File: config.mk
export PLATFORM = sky130hd
export DESIGN_NAME = vdec_irq_regs
export DESIGN_NICKNAME = d
export VERILOG_FILES = /design/src/vdec_irq_pkg.sv /design/src/vdec_irq_regs.sv
export SDC_FILE = /design/constraint.sdc
export NUM_CORES = 1
export LEC_CHECK = 0
export ABC_CLOCK_PERIOD_IN_PS = 3200
export BUFFER_PORTS_ARGS = -buffer_cell sky130_fd_sc_hd__buf_2
export CORE_MARGIN = 2
export CORE_UTILIZATION = 25
export DETAILED_ROUTE_END_ITERATION = 12
export SLEW_MARGIN = 20
export SYNTH_ARGS = -nofsm -noshare
export SYNTH_HDL_FRONTEND = slang
export SYNTH_SLANG_ARGS = --single-unit
File: constraint.sdc
create_clock -name core_clk -period 3.2 [get_ports core_clk]
set_input_delay 0.64 -clock core_clk [delete_from_list [all_inputs] [get_ports core_clk]]
set_output_delay 0.64 -clock core_clk [all_outputs]
set_load 0.05 [all_outputs]
File: src/vdec_irq_pkg.sv
/*
 * Constants for the decoder status and interrupt register block.
 * Assumes an AHB-Lite slave with word registers at four times the index.
 */
// Summary of operation
// - Colour gain field: 00 on, 10 off, 11 frozen
// - Chroma bandwidth select, 00 widest, reset 00
// - Clear-register ones clear matching flags
// - Flag bits 7,5..0 used; bit 6 reserved
// - Mask bits enable flags onto interrupt pin
// - Masking never stops flags from setting
// - Pin asserted when any flag and enable
// - Polarity bit 0: 0 low, 1 high default
// - Low: drive low or float; high: drive
// - Program port writes go to program RAM
// - Any restart write releases the microprocessor
// - Revision register returns major firmware revision
// - Status one: peak white, alternation, rate
// - Lost lock sticky until status one read
// - Status one: locks and TV/VCR bit
// - Status two: PAL switch, field, AGC
// - Odd field reads one; frozen AGC one
// - Flags polled at 85h, cleared via 1Ch
package vdec_irq_pkg;
    // Register indices; byte address is four times the index
    localparam logic [7:0] IDX_CHROMA_CTRL  = 8'h1a;
    localparam logic [7:0] IDX_CHROMA_BW    = 8'h1b;
    localparam logic [7:0] IDX_FLAG_CLEAR   = 8'h1c;
    localparam logic [7:0] IDX_MASK         = 8'h1d;
    localparam logic [7:0] IDX_POLARITY     = 8'h1e;
    localparam logic [7:0] IDX_PROG_WRITE   = 8'h7e;
    localparam logic [7:0] IDX_CPU_RESTART  = 8'h7f;
    localparam logic [7:0] IDX_FW_MAJOR     = 8'h80;
    localparam logic [7:0] IDX_LOCK_STATUS  = 8'h81;
    localparam logic [7:0] IDX_FIELD_STATUS = 8'h82;
    localparam logic [7:0] IDX_FLAG_STATUS  = 8'h85;
    localparam logic [7:0] IDX_IRQ_ACTIVE   = 8'h86;

    localparam logic [1:0] GAIN_ENABLED  = 2'h0;
    localparam logic [1:0] GAIN_DISABLED = 2'h2;
    localparam logic [1:0] GAIN_FROZEN   = 2'h3;
    localparam logic [1:0] GAIN_RESET    = GAIN_ENABLED;
    localparam logic [1:0] BW_RESET      = 2'h0;
    localparam logic [7:0] MASK_RESET    = 8'h00;
    localparam logic       POL_RESET     = 1'b1;

    // Flag bit positions
    localparam int FLAG_SW_INIT   = 7;
    localparam int FLAG_RESERVED  = 6;
    localparam int FLAG_CMD_READY = 5;
    localparam int FLAG_RATE      = 4;
    localparam int FLAG_ALT       = 3;
    localparam int FLAG_COLOR     = 2;
    localparam int FLAG_SYNC      = 1;
    localparam int FLAG_TV_VCR    = 0;
    localparam logic [7:0] FLAG_IMPL = 8'hbf;

    localparam int POL_BIT      = 0;
    localparam int ST1_LOST_POS = 4;
    localparam int ST2_PAL_POS  = 5;
    localparam int ST2_ODD_POS  = 4;
    localparam int ST2_AGC_POS  = 3;
endpackage

File: src/vdec_irq_regs.sv
/*
 * Status, chroma control and interrupt register block of a video decoder,
 * reached over AHB-Lite with one wait state on every transfer.
 * Assumes event and status inputs come from logic on core_clk.
 */
// The AHB-Lite slave port is this design's own decision.
`timescale 1ns/1ps
module vdec_irq_regs
    import vdec_irq_pkg::*;
#(
    parameter int PROG_ADDR_W = 12
) (
    input  wire logic                   core_clk,
    input  wire logic                   arst_n,
    input  wire logic                   hsel,
    input  wire logic [31:0]            haddr,
    input  wire logic [1:0]             htrans,
    input  wire logic                   hwrite,
    input  wire logic [2:0]             hsize,
    input  wire logic [31:0]            hwdata,
    input  wire logic                   hready,
    output logic [31:0]                 hrdata,
    output logic                        hreadyout,
    output logic                        hresp,
    input  wire logic [7:0]             irq_event,
    input  wire logic                   lock_lost,
    input  wire logic                   peak_white,
    input  wire logic                   line_alternating,
    input  wire logic                   field_rate_50,
    input  wire logic                   color_locked,
    input  wire logic                   vsync_locked,
    input  wire logic                   hsync_locked,
    input  wire logic                   vcr_source,
    input  wire logic                   pal_switch,
    input  wire logic                   odd_field,
    input  wire logic                   agc_frozen,
    input  wire logic [7:0]             fw_major_rev,
    output logic [1:0]                  auto_chroma_gain,
    output logic [1:0]                  chroma_bw_sel,
    output logic                        irq_pin_o,
    output logic                        irq_pin_oe,
    output logic                        cpu_hold,
    output logic                        prog_we,
    output logic [PROG_ADDR_W-1:0]      prog_addr,
    output logic [7:0]                  prog_data
);

    // Elaboration-time refusal of address widths the counter cannot serve
    if (PROG_ADDR_W < 1 || PROG_ADDR_W > 24) begin : g_bad_width
        $error("PROG_ADDR_W out of range");
    end

    typedef struct packed {
        logic [1:0]             gain;
        logic [1:0]             bw;
        logic [7:0]             mask;
        logic                   pol;
        logic [7:0]             flags;
        logic                   lost;
        logic                   hold;
        logic                   we;
        logic [PROG_ADDR_W-1:0] paddr;
        logic [7:0]             pdata;
        logic [31:0]            rdata;
        logic                   rdy;
        logic                   pend;
        logic                   pend_wr;
        logic [7:0]             pend_idx;
        logic                   pin_o;
        logic                   pin_oe;
    } state_t;

    state_t s;
    state_t next_s;

    logic       take;
    logic       mapped;
    logic       do_wr;
    logic       do_rd;
    logic [7:0] wbyte;
    logic [7:0] set_bits;
    logic [7:0] st1;
    logic [7:0] st2;
    logic       active;
    logic       pin_asserted;

    // Only word-aligned accesses inside the low 1 KiB decode to registers; hsize is not checked
    assign take   = hsel && htrans[1] && hready;
    assign mapped = (haddr[31:10] == 22'h000000) && (haddr[1:0] == 2'h0);
    assign do_wr  = s.pend && s.pend_wr;
    assign do_rd  = s.pend && !s.pend_wr;
    assign wbyte  = hwdata[7:0];
    // Reserved flag position never sets
    assign set_bits = irq_event & FLAG_IMPL;

    // Status one: peak, alternation, rate, lost, colour, v, h, source
    assign st1 = {peak_white, line_alternating, field_rate_50,
                  s.lost, color_locked, vsync_locked,
                  hsync_locked, vcr_source};

    always_comb begin
        st2 = 8'h00;
        st2[ST2_PAL_POS] = pal_switch;
        st2[ST2_ODD_POS] = odd_field;
        st2[ST2_AGC_POS] = agc_frozen;
    end

    always_comb begin
        next_s    = s;
        next_s.we = 1'b0;

        // Flags set regardless of mask; set wins over a same-cycle clear
        if (do_wr && s.pend_idx == IDX_FLAG_CLEAR) begin
            next_s.flags = s.flags & ~wbyte;
        end
        next_s.flags = next_s.flags | set_bits;

        // Reading status one rearms the lost-lock indicator
        if (do_rd && s.pend_idx == IDX_LOCK_STATUS) begin
            next_s.lost = 1'b0;
        end
        if (lock_lost) begin
            next_s.lost = 1'b1;
        end

        if (do_wr) begin
            case (s.pend_idx)
                IDX_CHROMA_CTRL: begin
                    // Reserved gain code 01 is stored as written
                    next_s.gain = wbyte[1:0];
                end
                IDX_CHROMA_BW: begin
                    next_s.bw = wbyte[1:0];
                end
                IDX_MASK: begin
                    next_s.mask = wbyte & FLAG_IMPL;
                end
                IDX_POLARITY: begin
                    next_s.pol = wbyte[POL_BIT];
                end
                IDX_PROG_WRITE: begin
                    next_s.we    = 1'b1;
                    next_s.pdata = wbyte;
                end
                IDX_CPU_RESTART: begin
                    next_s.hold = 1'b0;
                end
                default: begin
                end
            endcase
        end
        // Download address steps after each stored byte
        if (s.we) begin
            next_s.paddr = s.paddr + PROG_ADDR_W'(1);
        end

        if (do_rd) begin
            case (s.pend_idx)
                IDX_CHROMA_CTRL:  next_s.rdata = {30'h0, s.gain};
                IDX_CHROMA_BW:    next_s.rdata = {30'h0, s.bw};
                IDX_MASK:         next_s.rdata = {24'h0, s.mask};
                IDX_POLARITY:     next_s.rdata = {31'h0, s.pol};
                IDX_FW_MAJOR:     next_s.rdata = {24'h0, fw_major_rev};
                IDX_LOCK_STATUS:  next_s.rdata = {24'h0, st1};
                IDX_FIELD_STATUS: next_s.rdata = {24'h0, st2};
                IDX_FLAG_STATUS:  next_s.rdata = {24'h0, s.flags};
                IDX_IRQ_ACTIVE:   next_s.rdata = {31'h0, pin_asserted};
                default:          next_s.rdata = 32'h0;
            endcase
        end

        // One wait state: data phase answered on the second cycle
        if (s.pend) begin
            next_s.pend = 1'b0;
            next_s.rdy  = 1'b1;
        end else if (take) begin
            next_s.pend     = 1'b1;
            next_s.rdy      = 1'b0;
            next_s.pend_wr  = hwrite && mapped;
            next_s.pend_idx = mapped ? haddr[9:2] : 8'hff;
        end
    end

    // Pin follows the stored flags and mask of the coming cycle
    always_comb begin
        active = |(next_s.flags & next_s.mask);
    end

    state_t final_s;
    always_comb begin
        final_s = next_s;
        if (next_s.pol) begin
            final_s.pin_o  = active;
            final_s.pin_oe = 1'b1;
        end else begin
            // Open-collector: float when idle
            final_s.pin_o  = 1'b0;
            final_s.pin_oe = active;
        end
    end

    always_ff @(posedge core_clk or negedge arst_n) begin
        if (!arst_n) begin
            s          <= '0;
            s.gain     <= GAIN_RESET;
            s.bw       <= BW_RESET;
            s.mask     <= MASK_RESET;
            s.pol      <= POL_RESET;
            s.hold     <= 1'b1;
            s.rdy      <= 1'b1;
            s.pin_oe   <= POL_RESET;
        end else begin
            s <= final_s;
        end
    end

    assign hrdata           = s.rdata;
    assign hreadyout        = s.rdy;
    assign hresp            = 1'b0;
    assign auto_chroma_gain = s.gain;
    assign chroma_bw_sel    = s.bw;
    assign irq_pin_o        = s.pin_o;
    assign irq_pin_oe       = s.pin_oe;
    assign cpu_hold         = s.hold;
    assign prog_we          = s.we;
    assign prog_addr        = s.paddr;
    assign prog_data        = s.pdata;

    // Asserted level depends on polarity: driven high, or driven at all
    assign pin_asserted = s.pol ? s.pin_o : s.pin_oe;
endmodule // vdec_irq_regs

# Yosys cells after proc, flatten, opt, wreduce, memory -nomap -nowiden
# Index checks and enable logic that the tools add are counted.
# op_classes
addsub,1
mul,0
n_div,0
n_lt_le_gt_ge,0
eq_ne,12
shifts,0
n_mux,14
n_bitwise,5
reduce_logical,19
# ops
operator,count
case mux 8 bit (9 select lines),1
== test 8 x 5 -> 1 bit (second input constant),5
== test 8 bit (second input constant),5
two-way mux 8 bit,3
logical NOT 22 bit,1
AND 8 bit,2
== test 8 x 7 -> 1 bit (second input constant),2
adder 12 x 1 -> 12 bit (second input constant),1
two-way mux 11 bit,1
AND reduction 2 bit,5
two-way mux 9 bit,1
logical AND 1 bit,8
inverter 8 bit,1
OR 8 bit,1
OR reduction 8 bit,1
two-way mux 1 bit,6
two-way mux 2 bit,2
nonzero test 2 bit,2
logical NOT 2 bit,1
logical NOT 1 bit,1
inverter 1 bit,1
# totals
reg_bits,89
latch_bits,0
ramBits,0
mem_bits_ro,0
in_bits,101
elab_cells,68
n_memories,0

# Depth between registers and ports, before layout
# logic_depth
ltp_word,7
mapped_depth,7
depth_no_buf,6

# Worst setup path after synthesis
# Ideal clock, no wire load.
# synth_path
path_kind,register -> register
from,register s[7] (netlist name)
to,register s (netlist bit irq_pin_o)
setup_ps,134
arrival_ps,2169
required_ps,3066
slack_ps,897
stages_incl_launch_ff,7
path_buffers,0
path_cell_list,dfrtp_1 -> or3b_4 -> nor4_4 -> mux2_4 -> a21boi_2 -> nor4_1 -> a21oi_1
# synth_rtl
element,line,text
"start, declared",vdec_irq_regs.sv:73,state_t s;
"start signal, assigned",vdec_irq_regs.sv:213,s <= final_s;

==> flow_summary_export.csv <==
group,metric,value,unit
worst_setup_path,timing.rr.end,"irq_pin_o",
min_path,min_path_type,"reg2reg",
worst_setup_path,start_kind,"flip-flop",
layout,diodes,0,
layout,fillerInstances,1403,
worst_setup_path,cp.arrival,2.69,ns
clock_tree,cts_tree,"yes",
worst_setup_path,cp_max_fo,6,
global_route,use_met2,20.4,%
timing,tightest_slew,0.848,ns
synthesis,ys_ff_latch,65,
global_route,use_met3,4.59,%
synthesis,syn_area_per_cell,10.6,sq um
run_status,run_status,"complete, no violations",
drt,initialDrtViolationCount,123,
clock_tree,cts.sinks,65,
global_route,grt_usage,12.8,%
worst_setup_path,reg2regPathDepth,7,
timing,rsz0062_at_grt,"false",
drt,vias,2675,
timing,fin_setup_tns,0,ns
worst_setup_path,rr_startpoint,"s[7]",
layout,fin_nets,517,
timing,final_max_slew_viol_count,0,
layout,drive_above_1_share,36.4,%
flow_run,max_cap_violations,0,
synthesis,synth-edff-count,0,
clock_tree,cts_resized,0,
global_route,grt_pass1_vias,2739,
drt,firstDrtPassIters,4,
clock_tree,clock_latency,0.33,ns
place,place_area,0.00393,sq mm
power,power_leakage,2.01,nW
synthesis,async_flop_share,100,%
place,gp_congestion,0.842,
drt,drc,0,
floorplanning,start_util,25.8,%
timing,fin_crit,2.49,ns
drt,routed_wl,9120,microns
worst_setup_path,crit_start,"s[7]",
min_path,holdPathStages,1,
clock_tree,numCtsBuffers,9,
global_route,grt-ovfl-total,0,
global_route,met1_usage,16.2,%
timing,setup_viol,0,
clock_tree,h-tree-depth,3,
worst_setup_path,r2r_slack,0.71,ns
synthesis,yosysWarnings,0,
clock_tree,post-cts-setup-buffers,0,
timing,maxSlewHeadroom,43.4,%
drt,viasPerCell,4.49,
floorplanning,die_w,122,microns
drt,wl_per_cell,15.3,microns
global_route,grt_antenna_before_repair,0,
clock_tree,cts-root-buf,"clkbuf_16",
floorplanning,dieArea,0.0148,sq mm
clock_tree,cts_hold_buf,0,
global_route,grt_max_degree,66,
floorplanning,core,0.0134,sq mm
synthesis,yosysSeqAreaShare,47.2,%
timing,final.period_utilization,77.8,%
timing,skew,0.00516,ns
worst_setup_path,crit_path_end_kind,"flip-flop",
timing,hold_viol_final,0,
synthesis,synth_cell_types,57,
synthesis,syn_area,0.00346,sq mm
min_path,holdPathEnd,"cpu_hold",
power,ir_drop,0.234,mV
worst_setup_path,worstSetupPathType,"reg2reg",
synthesis,synthFlopType,"dfrtp_1",
worst_setup_path,cp.required,3.40,ns
global_route,gr-max-usage-layer,"met2",
power,power.density,524,mW/mm^2
place,portBuffers,108,
synthesis,synth_cells,325,
timing,fmax,402,MHz
place,hpwl,7020,microns
floorplanning,die_h,122,microns
floorplanning,io_pins,163,
floorplanning,core.rowCount,42,
layout,syn_to_final_growth,23.0,%
min_path,hold_start,"cpu_hold",
global_route,grt_first_pass_wirelength,14300,microns
clock_tree,cts.clk_slew.worst_paths,0.06,ns
drt,ant_nets,0,
layout,final_area,0.00425,sq mm
clock_tree,cts_buffer_depth,2,
-- stage by stage --
step                power (mW)  hold WS (ns)  setup slack [ns]  util, %  instances
CTS                       2.26         0.471             0.724     31.7        596
finish                    2.23         0.466             0.710     31.7        596
detailed placement        1.20         0.459             0.733     29.4        580
floorplan                 1.14         0.344             0.897        -        349
global placement          1.19         0.452             0.762     29.4        580
global route              2.33         0.477             0.540     31.7        596
-- cell usage after synthesis, drive strengths merged, types with 3 or more instances --
library cell,instances,area share [%]
mux2i,7,2.0
nand2,23,2.5
nand3,8,1.2
xnor2,7,1.8
nor3,7,1.0
nor2b,3,0.54
or2,3,0.54
nand4,5,0.90
clkbuf,3,0.33
xor2,4,1.0
a21oi,7,1.0
dfstp,4,3.0
inv,5,0.54
buf,60,13
a22oi,9,2.0
a21boi,5,1.2
mux2,16,5.4
nor4,9,2.5
a31oi,7,1.3
and3,4,0.72
dfrtp,61,44
nor2,24,2.7
o22a,9,2.3
-- worst max-delay path: stages (launching register included) --
cell and delay [ns]:
dfrtp_1 0.43, or3b_4 0.46, nor4_4 0.34, buf_4 0.22, mux2_4 0.31, o21a_1 0.14
a2111oi_4 0.34, a21oi_1 0.11
-- power breakdown --
group	switching, mW	internal [mW]
sequential	0.0178	0.853
clock	0.370	0.679
combinational	0.235	0.0712
-- layer usage --
layer	share of wire [%]	vias to the layer above
met5	0	-
met4	1.9	0
met3	7.0	16
met2	48	104
met1	43	1286
li1	-	1269
-- sequential cells by signal, summed over array words and instances (netlist names) --
name	flops
s	28
prog_addr	12
hrdata	8
prog_data	8
auto_chroma_gain	2
chroma_bw_sel	2
cpu_hold	1
hreadyout	1
irq_pin_o	1
irq_pin_oe	1
prog_we	1
-- cell families (layout without fill, tap and decap cells) --
group | Yosys count | count (layout) | share of synthesized area, %
adder cells (fa/ha/maj) | 1 | 1 | 0.362
XOR/XNOR | 11 | 11 | 2.79
AO/OA/AOI/OAI | 54 | 54 | 12.1
other | 1 | 25 | 0.108
multiplexers | 23 | 23 | 7.45
flip-flops | 65 | 65 | 47.2
AND/OR/NAND/NOR | 102 | 102 | 16.4
buffers and inverters | 68 | 139 | 13.6
-- cell usage in the layout, fill, tap and decap left out, types with 3 or more instances in the layout --
master / synthesis / layout
buf_2: 0 / 108
dfrtp_1: 61 / 61
conb_1: 1 / 25
nand2_1: 23 / 23
nor2_1: 22 / 22
mux2_1: 12 / 12
buf_4: 57 / 10
o22a_1: 9 / 9
a22oi_1: 9 / 9
clkbuf_16: 0 / 9
nand3_1: 8 / 8
mux2i_1: 7 / 7
nor4_1: 7 / 7
a21oi_1: 7 / 7
nor3_1: 7 / 7
xnor2_1: 7 / 7
a31oi_1: 7 / 7
nand4_1: 5 / 5
inv_1: 5 / 5
and3_1: 4 / 4
xor2_1: 4 / 4
clkinvlp_4: 0 / 4
dfstp_2: 4 / 4
nor2b_1: 3 / 3
-- worst max path at each step --
stage	to	slack [ns]
4_1_cts	irq_pin_o	0.72
6_report	irq_pin_o	0.71
3_3_place_gp	irq_pin_o	0.76
5_1_grt	irq_pin_o	0.54
3_5_place_dp	irq_pin_o	0.73
2_1_floorplan	irq_pin_o	0.90
-- cell type report --
class	instances	area, sq um	area share (%)
Clock buffer	9	225	5.29
Clock inverter	7	95.1	2.24
Inverter	5	18.8	0.441
Multi-Input combinational cell	216	1450	34.0
Sequential cell	65	1630	38.4
Tap cell	176	220	5.18
Timing Repair Buffer	118	616	14.5
Power figures use the tool's default switching activity.
